==> src/rtl/radio_mode_params.svh <==
`ifndef RADIO_MODE_PARAMS_SVH
`define RADIO_MODE_PARAMS_SVH
// Register byte offsets on the APB bus.
`define OFS_CONTROL      12'h000
`define OFS_STATUS       12'h004
`define OFS_TXFIFO       12'h008
`define OFS_RXFIFO       12'h00C
`define OFS_RADIO_SETUP  12'h010
`define OFS_SETTLE       12'h014
// Control register fields.
`define CTL_POWER_UP     0
`define CTL_PRIMARY_RECEIVE_SELECT      1
`define CTL_SELECT_HIGH  2
// Radio setup register fields.
`define SETUP_AIR_RATE   3
// Status register fields.
`define ST_MODE_LSB      0
`define ST_CD            4
`define ST_TX_EMPTY      5
`define ST_TX_FULL       6
`define ST_RX_EMPTY      7
`define ST_RX_FULL       8
`define ST_RX_DROP       9
`define ST_POR_DONE      10
// Timing, nanoseconds and the 100 ns clock.
`define CLK_PERIOD_NS    100
`define CD_FILTER_NS     128000
`define STBY2A_NS        130000
`define THCE_NS          10000
`define PKT_TIME_NS      50000
`define CD_FILTER_CYC    ((`CD_FILTER_NS + `CLK_PERIOD_NS - 1) / `CLK_PERIOD_NS)
`define STBY2A_CYC       (`STBY2A_NS / `CLK_PERIOD_NS)
`define THCE_CYC         ((`THCE_NS + `CLK_PERIOD_NS - 1) / `CLK_PERIOD_NS)
`define PKT_CYC          (`PKT_TIME_NS / `CLK_PERIOD_NS)
`define POR_CYC          16
`define FIFO_DEPTH       3
`define FIFO_AW          2
`define PAYLOAD_W        32
`endif

==> src/rtl/radio_mode_pkg.sv <==
package radio_mode_pkg;
   typedef enum logic [2:0] {
      st_por,
      st_power_down,
      st_standby1,
      st_standby2,
      st_settle,
      st_rx,
      st_tx
   } mode_e;
   typedef logic [31:0] word_t;
endpackage : radio_mode_pkg

==> src/rtl/radio_mode_ctrl.sv <==
`timescale 1ns/1ps
`default_nettype none
`include "radio_mode_params.svh"
// Overview of operation
// - After reset the controller holds power-on reset, then enters power down only.
// - Power-up bit low gives power down; registers kept, bus still usable.
// - Power-up bit high moves power down to standby-I.
// - Chip-enable low in TX or RX returns to standby-I.
// - Transmitter role, chip-enable high, empty TX FIFO gives standby-II; upload then select-high write transmits.
// - RX entered only with power-up, primary-receive and chip-enable all high.
// - Valid packet needs address match and CRC; payload goes to vacant slot.
// - Valid packet with full RX FIFO is dropped.
// - RX held until host selects standby-I or power down.
// - Carrier detect rises after 128 us continuous in-channel signal, else low.
// - TX needs power-up, transmitter role, payload, chip-enable high over 10 us.
// - After a packet: CE low standby-I, else next packet or standby-II.
// - With chip-enable high, all TX levels drain and refills keep sending.
// - One chip-enable pulse of at least 10 us sends exactly one packet.
// - Standby to TX or RX takes at most 130 us; TX reaches RX only through standby-I.
// - Air rate bit in radio setup register selects 1 or 2 Mbps.
// - Registers cleared on power loss; host reprograms before TX or RX.
module radio_mode_ctrl (
   input  wire logic                  pclk,
   input  wire logic                  presetn,
   input  wire logic                  psel,
   input  wire logic                  penable,
   input  wire logic                  pwrite,
   input  wire logic [11:0]           paddr,
   input  wire radio_mode_pkg::word_t pwdata,
   output radio_mode_pkg::word_t      prdata,
   output logic                       pready,
   output logic                       pslverr,
   input  wire logic                  chip_enable,
   input  wire logic                  rf_present,
   input  wire logic                  rx_pkt_valid,
   input  wire logic                  rx_addr_match,
   input  wire logic                  rx_crc_ok,
   input  wire logic [31:0]           rx_payload,
   output logic                       tx_active,
   output logic                       rx_active,
   output logic                       synth_on,
   output logic                       tx_pkt_start,
   output logic [31:0]                tx_payload,
   output logic                       air_rate_2m
);
   import radio_mode_pkg::*;

   ////////////////////////////////////////////////////////////////////////////////
   typedef struct packed {
      mode_e       mode;
      mode_e       target;
      logic [10:0] timer;
      logic [10:0] ce_cnt;
      logic        ce_long;
      logic        power_up_bit;
      logic        primary_receive_select;
      logic        select_high;
      logic        upload_pending;
      logic [7:0]  radio_setup;
      logic        rx_drop;
      logic [4:0]  por_cnt;
      logic        por_done;
      word_t       prdata;
      logic        pready;
      logic        pslverr;
      logic        tx_active;
      logic        rx_active;
      logic        synth_on;
      logic        tx_pkt_start;
      logic        rd_pending;
   } ctrl_s;
   ctrl_s s_reg;
   ctrl_s s_next;

   logic        tx_wr;
   logic        tx_rd;
   logic [31:0] tx_q;
   logic        tx_empty;
   logic        tx_full;
   logic        rx_wr;
   logic        rx_rd;
   logic [31:0] rx_q;
   logic        rx_empty;
   logic        rx_full;
   logic        cd_flag;
   logic        wr_acc;
   logic        rd_acc;
   logic        rx_ok;

   ////////////////////////////////////////////////////////////////////////////////
   // The access phase is answered in its first cycle, so pready is combinational-free.
   assign wr_acc = psel && penable && pwrite && s_reg.pready;
   assign rd_acc = psel && penable && !pwrite && s_reg.pready;
   assign tx_wr  = wr_acc && (paddr == `OFS_TXFIFO);
   assign rx_rd  = psel && !penable && !pwrite && (paddr == `OFS_RXFIFO);
   assign tx_rd  = (s_next.mode == st_tx) && (s_reg.mode != st_tx || s_reg.timer == '0)
                   && s_next.tx_pkt_start;
   assign rx_ok  = (s_reg.mode == st_rx) && rx_pkt_valid && rx_addr_match && rx_crc_ok;
   assign rx_wr  = rx_ok && !rx_full;

   payload_fifo u_tx_fifo (
      .pclk    (pclk),
      .presetn (presetn),
      .flush   (1'b0),
      .wr_en   (tx_wr),
      .wr_data (pwdata),
      .rd_en   (tx_rd),
      .rd_data (tx_q),
      .empty   (tx_empty),
      .full    (tx_full)
   );

   payload_fifo u_rx_fifo (
      .pclk    (pclk),
      .presetn (presetn),
      .flush   (1'b0),
      .wr_en   (rx_wr),
      .wr_data (rx_payload),
      .rd_en   (rx_rd),
      .rd_data (rx_q),
      .empty   (rx_empty),
      .full    (rx_full)
   );

   cd_filter u_cd (
      .pclk       (pclk),
      .presetn    (presetn),
      .enable     (s_reg.mode == st_rx),
      .rf_present (rf_present),
      .cd         (cd_flag)
   );

   function automatic word_t status_word(input ctrl_s s, input logic cd,
                                         input logic [3:0] fl);
      status_word = '0;
      status_word[`ST_MODE_LSB +: 3] = s.mode;
      status_word[`ST_CD]       = cd;
      status_word[`ST_TX_EMPTY] = fl[0];
      status_word[`ST_TX_FULL]  = fl[1];
      status_word[`ST_RX_EMPTY] = fl[2];
      status_word[`ST_RX_FULL]  = fl[3];
      status_word[`ST_RX_DROP]  = s.rx_drop;
      status_word[`ST_POR_DONE] = s.por_done;
   endfunction : status_word

   ////////////////////////////////////////////////////////////////////////////////
   // single sampled machine
   always_comb begin
      logic ce;
      logic tx_req;
      logic rx_req;
      ce = chip_enable;
      tx_req = s_reg.power_up_bit && !s_reg.primary_receive_select && !tx_empty;
      rx_req = s_reg.power_up_bit && s_reg.primary_receive_select && ce;
      s_next = s_reg;
      s_next.tx_pkt_start = 1'b0;
      s_next.pready = psel && !penable;
      s_next.pslverr = 1'b0;
      if (s_reg.timer != '0) begin
         s_next.timer = s_reg.timer - 11'd1;
      end
      if (!ce) begin
         s_next.ce_cnt = '0;
      end else if (s_reg.ce_cnt < 11'(`THCE_CYC)) begin
         s_next.ce_cnt = s_reg.ce_cnt + 11'd1;
      end
      s_next.ce_long = ce && (s_reg.ce_cnt >= 11'(`THCE_CYC - 1));

      // Register writes and read data; unmapped offsets answer with an error.
      if (psel && !penable) begin
         unique case (paddr)
            `OFS_CONTROL: begin
               s_next.prdata = {29'h0, s_reg.select_high, s_reg.primary_receive_select,
                                s_reg.power_up_bit};
            end
            `OFS_STATUS: begin
               s_next.prdata = status_word(s_reg, cd_flag,
                                           {rx_full, rx_empty, tx_full, tx_empty});
            end
            `OFS_TXFIFO: begin
               s_next.prdata = '0;
            end
            `OFS_RXFIFO: begin
               s_next.prdata = '0;
            end
            `OFS_RADIO_SETUP: begin
               s_next.prdata = {24'h0, s_reg.radio_setup};
            end
            default: begin
               s_next.prdata = '0;
               s_next.pslverr = 1'b1;
            end
         endcase
      end
      if (rd_acc && paddr == `OFS_RXFIFO) begin
         s_next.rd_pending = 1'b1;
      end
      if (wr_acc) begin
         unique case (paddr)
            `OFS_CONTROL: begin
               s_next.power_up_bit = pwdata[`CTL_POWER_UP];
               s_next.primary_receive_select = pwdata[`CTL_PRIMARY_RECEIVE_SELECT];
               s_next.select_high = pwdata[`CTL_SELECT_HIGH];
            end
            `OFS_RADIO_SETUP: begin
               s_next.radio_setup = pwdata[7:0];
            end
            `OFS_STATUS: begin
               // Writing one clears the drop flag; a drop in the same cycle wins.
               if (pwdata[`ST_RX_DROP]) begin
                  s_next.rx_drop = 1'b0;
               end
            end
            `OFS_TXFIFO: begin
               s_next.upload_pending = 1'b1;
               s_next.select_high = 1'b0;
            end
            default: begin
            end
         endcase
      end
      if (rx_ok && rx_full) begin
         s_next.rx_drop = 1'b1;
      end

      unique case (s_reg.mode)
         st_por: begin
            if (s_reg.por_cnt == 5'(`POR_CYC - 1)) begin
               s_next.mode = st_power_down;
               s_next.por_done = 1'b1;
            end else begin
               s_next.por_cnt = s_reg.por_cnt + 5'd1;
            end
         end
         st_power_down: begin
            if (s_reg.power_up_bit) begin
               s_next.mode = st_standby1;
            end
         end
         st_standby1: begin
            if (rx_req) begin
               s_next.mode = st_settle;
               s_next.target = st_rx;
               s_next.timer = 11'(`STBY2A_CYC - 1);
            end else if (tx_req && s_reg.ce_long) begin
               s_next.mode = st_settle;
               s_next.target = st_tx;
               s_next.timer = 11'(`STBY2A_CYC - 1);
            end else if (ce && s_reg.ce_long && s_reg.power_up_bit
                         && !s_reg.primary_receive_select && tx_empty) begin
               s_next.mode = st_standby2;
            end
         end
         st_standby2: begin
            if (!ce) begin
               s_next.mode = st_standby1;
            end else if (!tx_empty && s_reg.select_high) begin
               s_next.mode = st_settle;
               s_next.target = st_tx;
               s_next.timer = 11'(`STBY2A_CYC - 1);
               s_next.upload_pending = 1'b0;
            end
         end
         st_settle: begin
            if (s_reg.target == st_rx && !rx_req) begin
               s_next.mode = st_standby1;
               s_next.timer = '0;
            end else if (s_reg.timer == '0) begin
               s_next.mode = s_reg.target;
               if (s_reg.target == st_tx) begin
                  s_next.tx_pkt_start = 1'b1;
                  s_next.timer = 11'(`PKT_CYC - 1);
               end
            end
         end
         st_rx: begin
            if (!ce || !s_reg.primary_receive_select) begin
               s_next.mode = st_standby1;
            end
         end
         st_tx: begin
            if (s_reg.timer == '0) begin
               if (!ce) begin
                  s_next.mode = st_standby1;
               end else if (!tx_empty) begin
                  s_next.tx_pkt_start = 1'b1;
                  s_next.timer = 11'(`PKT_CYC - 1);
               end else begin
                  s_next.mode = st_standby2;
               end
            end
         end
      endcase

      if (!s_reg.power_up_bit && s_reg.mode != st_por) begin
         s_next.mode = st_power_down;
         s_next.tx_pkt_start = 1'b0;
      end
      s_next.tx_active = (s_next.mode == st_tx);
      s_next.rx_active = (s_next.mode == st_rx);
      s_next.synth_on = (s_next.mode == st_tx) || (s_next.mode == st_rx)
                        || (s_next.mode == st_settle);
      if (s_reg.rd_pending) begin
         s_next.rd_pending = 1'b0;
      end
   end

   ////////////////////////////////////////////////////////////////////////////////
   // reset clears configuration
   always_ff @(posedge pclk or negedge presetn) begin
      if (!presetn) begin
         s_reg <= '0;
      end else begin
         s_reg <= s_next;
      end
   end

   // Read data of the RX FIFO word arrives from the store's own register.
   assign prdata = (paddr == `OFS_RXFIFO && !pwrite) ? rx_q : s_reg.prdata;
   assign pready = s_reg.pready;
   assign pslverr = s_reg.pslverr;
   assign tx_active = s_reg.tx_active;
   assign rx_active = s_reg.rx_active;
   assign synth_on = s_reg.synth_on;
   assign tx_pkt_start = s_reg.tx_pkt_start;
   // The payload comes from the store's read register, popped on the packet start edge.
   assign tx_payload = tx_q;
   assign air_rate_2m = s_reg.radio_setup[`SETUP_AIR_RATE];
endmodule : radio_mode_ctrl
`default_nettype wire

==> src/rtl/payload_fifo.sv <==
`timescale 1ns/1ps
`default_nettype none
`include "radio_mode_params.svh"
module payload_fifo (
   input  wire logic                    pclk,
   input  wire logic                    presetn,
   input  wire logic                    flush,
   input  wire logic                    wr_en,
   input  wire logic [`PAYLOAD_W-1:0]   wr_data,
   input  wire logic                    rd_en,
   output logic      [`PAYLOAD_W-1:0]   rd_data,
   output logic                         empty,
   output logic                         full
);
   typedef struct packed {
      logic [`FIFO_DEPTH-1:0][`PAYLOAD_W-1:0] mem;
      logic [`FIFO_AW-1:0]                   wp;
      logic [`FIFO_AW-1:0]                   rp;
      logic [`FIFO_AW:0]                     cnt;
      logic [`PAYLOAD_W-1:0]                 rd;
   } fifo_s;
   fifo_s s_reg;
   fifo_s s_next;

   function automatic logic [`FIFO_AW-1:0] wrap_inc(input logic [`FIFO_AW-1:0] p);
      wrap_inc = (p == `FIFO_AW'(`FIFO_DEPTH - 1)) ? '0 : p + `FIFO_AW'(1);
   endfunction : wrap_inc

   // Writes to a full store and reads of an empty one are ignored.
   always_comb begin
      logic do_wr;
      logic do_rd;
      do_wr = wr_en && (s_reg.cnt != (`FIFO_AW+1)'(`FIFO_DEPTH));
      do_rd = rd_en && (s_reg.cnt != '0);
      s_next = s_reg;
      if (do_wr) begin
         s_next.mem[s_reg.wp] = wr_data;
         s_next.wp = wrap_inc(s_reg.wp);
      end
      if (do_rd) begin
         s_next.rd = s_reg.mem[s_reg.rp];
         s_next.rp = wrap_inc(s_reg.rp);
      end
      if (do_wr && !do_rd) begin
         s_next.cnt = s_reg.cnt + (`FIFO_AW+1)'(1);
      end else if (do_rd && !do_wr) begin
         s_next.cnt = s_reg.cnt - (`FIFO_AW+1)'(1);
      end
      if (flush) begin
         s_next.wp = '0;
         s_next.rp = '0;
         s_next.cnt = '0;
      end
   end

   // Contents are lost on reset, as with loss of supply.
   always_ff @(posedge pclk or negedge presetn) begin
      if (!presetn) begin
         s_reg <= '0;
      end else begin
         s_reg <= s_next;
      end
   end

   assign rd_data = s_reg.rd;
   assign empty   = (s_reg.cnt == '0);
   assign full    = (s_reg.cnt == (`FIFO_AW+1)'(`FIFO_DEPTH));
endmodule : payload_fifo
`default_nettype wire

==> src/rtl/cd_filter.sv <==
`timescale 1ns/1ps
`default_nettype none
`include "radio_mode_params.svh"
module cd_filter (
   input  wire logic pclk,
   input  wire logic presetn,
   input  wire logic enable,
   input  wire logic rf_present,
   output logic      cd
);
   typedef struct packed {
      logic [10:0] cnt;
      logic        cd;
   } cdf_s;
   cdf_s s_reg;
   cdf_s s_next;

   // A break in the signal or leaving RX restarts the count.
   always_comb begin
      s_next = s_reg;
      if (!enable || !rf_present) begin
         s_next.cnt = '0;
         s_next.cd = 1'b0;
      end else if (s_reg.cnt < 11'(`CD_FILTER_CYC - 1)) begin
         s_next.cnt = s_reg.cnt + 11'd1;
      end else begin
         s_next.cd = 1'b1;
      end
   end

   always_ff @(posedge pclk or negedge presetn) begin
      if (!presetn) begin
         s_reg <= '0;
      end else begin
         s_reg <= s_next;
      end
   end

   assign cd = s_reg.cd;
endmodule : cd_filter
`default_nettype wire

==> config.mk <==
export PLATFORM = sky130hd
export DESIGN_NAME = radio_mode_ctrl
export DESIGN_NICKNAME = d
export VERILOG_FILES = /design/src/rtl/radio_mode_pkg.sv /design/src/rtl/radio_mode_ctrl.sv /design/src/rtl/payload_fifo.sv /design/src/rtl/cd_filter.sv
export VERILOG_INCLUDE_DIRS = /design/src /design/src/rtl
export SDC_FILE = /design/constraint.sdc
export NUM_CORES = 1
export LEC_CHECK = 0
export BUFFER_PORTS_ARGS = -buffer_cell sky130_fd_sc_hd__buf_2
export CORE_UTILIZATION = 55
export DETAILED_ROUTE_END_ITERATION = 10
export PLACE_DENSITY = 0.75
export SETUP_SLACK_MARGIN = 0.02
export SYNTH_ARGS = -nofsm -noshare
export SYNTH_HDL_FRONTEND = slang
export SYNTH_SLANG_ARGS = --single-unit
==> constraint.sdc <==
create_clock -name pclk -period 4.45 [get_ports pclk]
set_clock_uncertainty 0.2 [all_clocks]
set_input_delay 0.445 -clock pclk [delete_from_list [all_inputs] [get_ports pclk]]
set_output_delay 0.445 -clock pclk [all_outputs]
set_load 0.01 [all_outputs]
==> results.tsv <==
metric	value	unit
Sw Ratio	20.97	%
drt wl/cell	17.46	µm
post-layout power	0.006467	W
largest net degree at the start of global routing	119	
Mapped Nets	1421	
Final Hold Viols	0	
CP arrival	2790	ps
first-pass GRT wire length	54.75	mm
share of cells above drive strength 1	33.03	%
router iterations before antenna repair	4	
Final ANT Viol Nets	0	
min-delay worst type	in -> reg	
Via density	5.546	
Die ar.	0.02975	mm²
CP Launch Type	input pin	
Final Wtd Congestion	0.8483	
Final HPWL DP	20.66	mm
H-tree depth	2	
Syn Area/Cell	12.07	µm²
post-synthesis sequential area ratio	54.16	%
commonest non-fill, non-tap cell in the layout	dfrtp_1	
# IOs	157	
post-CTS setup buffer count	0	
Max-Cap Viols	0	
Num CTS Buffers	38	
Leak	9.050	nW
Sequential Power Share	48.8	%
synth unique cells	70	
Final period util	77.21	%
Top FF cell, synth	dfrtp_1	
min Tclk post-route	3436	ps
Rel. slew slack	33.22	%
register area	0.008661	mm²
vias in the first global route	10660	
fraction of registers with async set/reset	100.0	%
GRT Resource Usage Total	23.26	%
Die X	172.5	µm
RSZ-0062 raised after global routing	false	
Die H	172.5	µm
clock tree buffer depth	3	
worst-path fanout max	32	
pwr dens	345.5	mW/mm²
Final Net Count	1588	
CTS tree	yes	
Worst Path Required	3810	ps
# rows	62	
Power Internal	0.005111	W
CP endpoint kind	output port	
Initial Util	55.85	%
synthesis-to-finish area growth	17.08	%
maximum VDD drop	0.2378	mV
Ys Warns	0	
status	completed	
Clock Sinks	346	
number of synthesized flops with an enable pin	0	
clock power share	48.2	%
part of the power in combinational logic	3.0	%
initial antenna violation count	1	
critical path's most frequent cell	buf_2	
Mapped Cells	1325	
Routed WL	33.26	mm
#FFs+latches synth	346	
switching power	0.001356	W
Worst path slowest cell	or4_1	
post-synthesis cell area	0.01599	mm²
most frequent cells in the layout	dfrtp_1, mux2_2, buf_2	
core region area	0.02863	mm²
# DRC	0	
fin. max-slew vios	0	
Reg clk slew, reported paths	60	ps
Fillers	2128	
Peak Freq	0.2911	GHz
final setup TNS	0	ps
WS Path Type	in -> out	
final setup vio count	0	
critical-path cell list	buf_2 > or4_1 > or3_4 > nor4_2 > buf_4 > mux2_2 > buf_2	
detailed router's first-iteration violation count	610	
CP max stage delay	530	ps
Slew @ Worst Pin	994.1	ps
clk root buf	clkbuf_16	
Congestion Overflow GR	0	
via count	10570	
insertion delay to the later sink of the worst-skew pair	520	ps
area of the multi-input gates	0.006714	mm²
Port-buffer cells	156	
worst max-delay path, delay by kind of cell:
family | cells | cell delay [ps]
buffers and inverters | 3 | 660
AND/OR/NAND/NOR | 3 | 1270
multiplexers | 1 | 400
power by group through the flow:
stage          Combinational (W)  Sequential [W]  Clock (W)
3_3_place_gp            0.000155         0.00321          0
6_report                0.000193         0.00315    0.00312
3_5_place_dp            0.000158         0.00321          0
4_1_cts                 0.000198         0.00315    0.00318
2_1_floorplan          0.0000204         0.00321          0
5_1_grt                 0.000218         0.00315    0.00330
synth_stat cells, types with 4 or more instances:
| cell type | instances | area share, % |
|---|---|---|
| a211oi_1 | 6 | 0.28 |
| a21boi_0 | 5 | 0.23 |
| a21o_1 | 4 | 0.19 |
| a21oi_1 | 54 | 1.7 |
| a22oi_1 | 8 | 0.38 |
| a31oi_1 | 7 | 0.27 |
| and2_1 | 31 | 1.2 |
| and3_1 | 4 | 0.16 |
| and3b_1 | 4 | 0.22 |
| buf_1 | 9 | 0.21 |
| buf_2 | 9 | 0.28 |
| buf_4 | 32 | 1.5 |
| buf_6 | 4 | 0.28 |
| clkbuf_1 | 47 | 1.1 |
| dfrtp_1 | 346 | 54 |
| ha_1 | 8 | 0.63 |
| inv_1 | 16 | 0.38 |
| mux2_2 | 210 | 15 |
| mux2_4 | 40 | 3.8 |
| mux2i_1 | 67 | 4.2 |
| nand2_1 | 113 | 2.7 |
| nand3_1 | 14 | 0.44 |
| nand4_1 | 8 | 0.31 |
| nor2_1 | 72 | 1.7 |
| nor2b_1 | 9 | 0.35 |
| nor3_1 | 15 | 0.47 |
| nor3b_1 | 5 | 0.23 |
| o21ai_0 | 84 | 2.6 |
| or3_1 | 10 | 0.39 |
| or4_1 | 4 | 0.19 |
| xnor2_1 | 15 | 0.82 |
| xor2_1 | 9 | 0.49 |
final cells by class:
cell class | count | area share, %
inverter | 17 | 0.3409
clock inverter | 11 | 0.6952
antenna | 1 | 0.01337
timing repair buffer | 231 | 8.182
tap | 384 | 2.567
clock buffer | 57 | 6.057
multi-input combinational | 858 | 35.87
sequential | 346 | 46.27
cell families (layout without fill, tap and decap cells):
group | count (synthesis) | in the layout | synth area share (%)
muxes | 319 | 319 | 22.88
adders and majority gates | 10 | 10 | 0.8766
buffers and inverters | 121 | 316 | 4.156
xor gates and xnor gates | 24 | 24 | 1.315
DFF | 346 | 346 | 54.16
and+or+nand+nor | 310 | 310 | 9.455
other | 0 | 1 | 0
AOI/OAI and AO/OA | 195 | 195 | 7.154
through the flow:
stage                     hold WS (ps)  instances  utilization [%]  area (µm²)  worst slack, ps
after detailed placement         259.3       1780            59.00       16890            790.5
after floorplan                 -50.59       1325                -       15990            913.1
after CTS                        6.740       1904            65.38       18710             1009
after global placement           252.1       1780            59.00       16890            808.2
after global routing             3.245       1905            65.39       18720            883.9
final                            16.31       1905            65.39       18720             1014
final timing paths:
kind | from | slack, ps | endpoint | depth (start not counted)
min in group asynchronous | presetn | 380 | u_tx_fifo.s_reg[57] | 2
max reg2reg | s_reg[73] | 1050 | u_tx_fifo.s_reg[33] | 8
min reg2reg | u_rx_fifo.rd_data[6] | 280 | u_rx_fifo.rd_data[6] | 2
min | rx_payload[10] | 20 | u_rx_fifo.s_reg[49] | 2
max in group asynchronous | presetn | 2660 | u_rx_fifo.rd_data[10] | 3
max | paddr[9] | 1010 | prdata[2] | 7
what timing repair did:
item | in CTS | in global routing
hold endpoints to repair | 271 | 0
hold buffers | 56 | 0
gates resized for setup | 0 | 0
per-layer routing:
layer / wire (µm) / GRT usage (%)
met1: 15020 / 31.26
met2: 16280 / 38.87
met3: 1299 / 3.708
met4: 657 / 6.887
met5: 0 / 0
No activity file was read; power rests on OpenSTA's default activity.
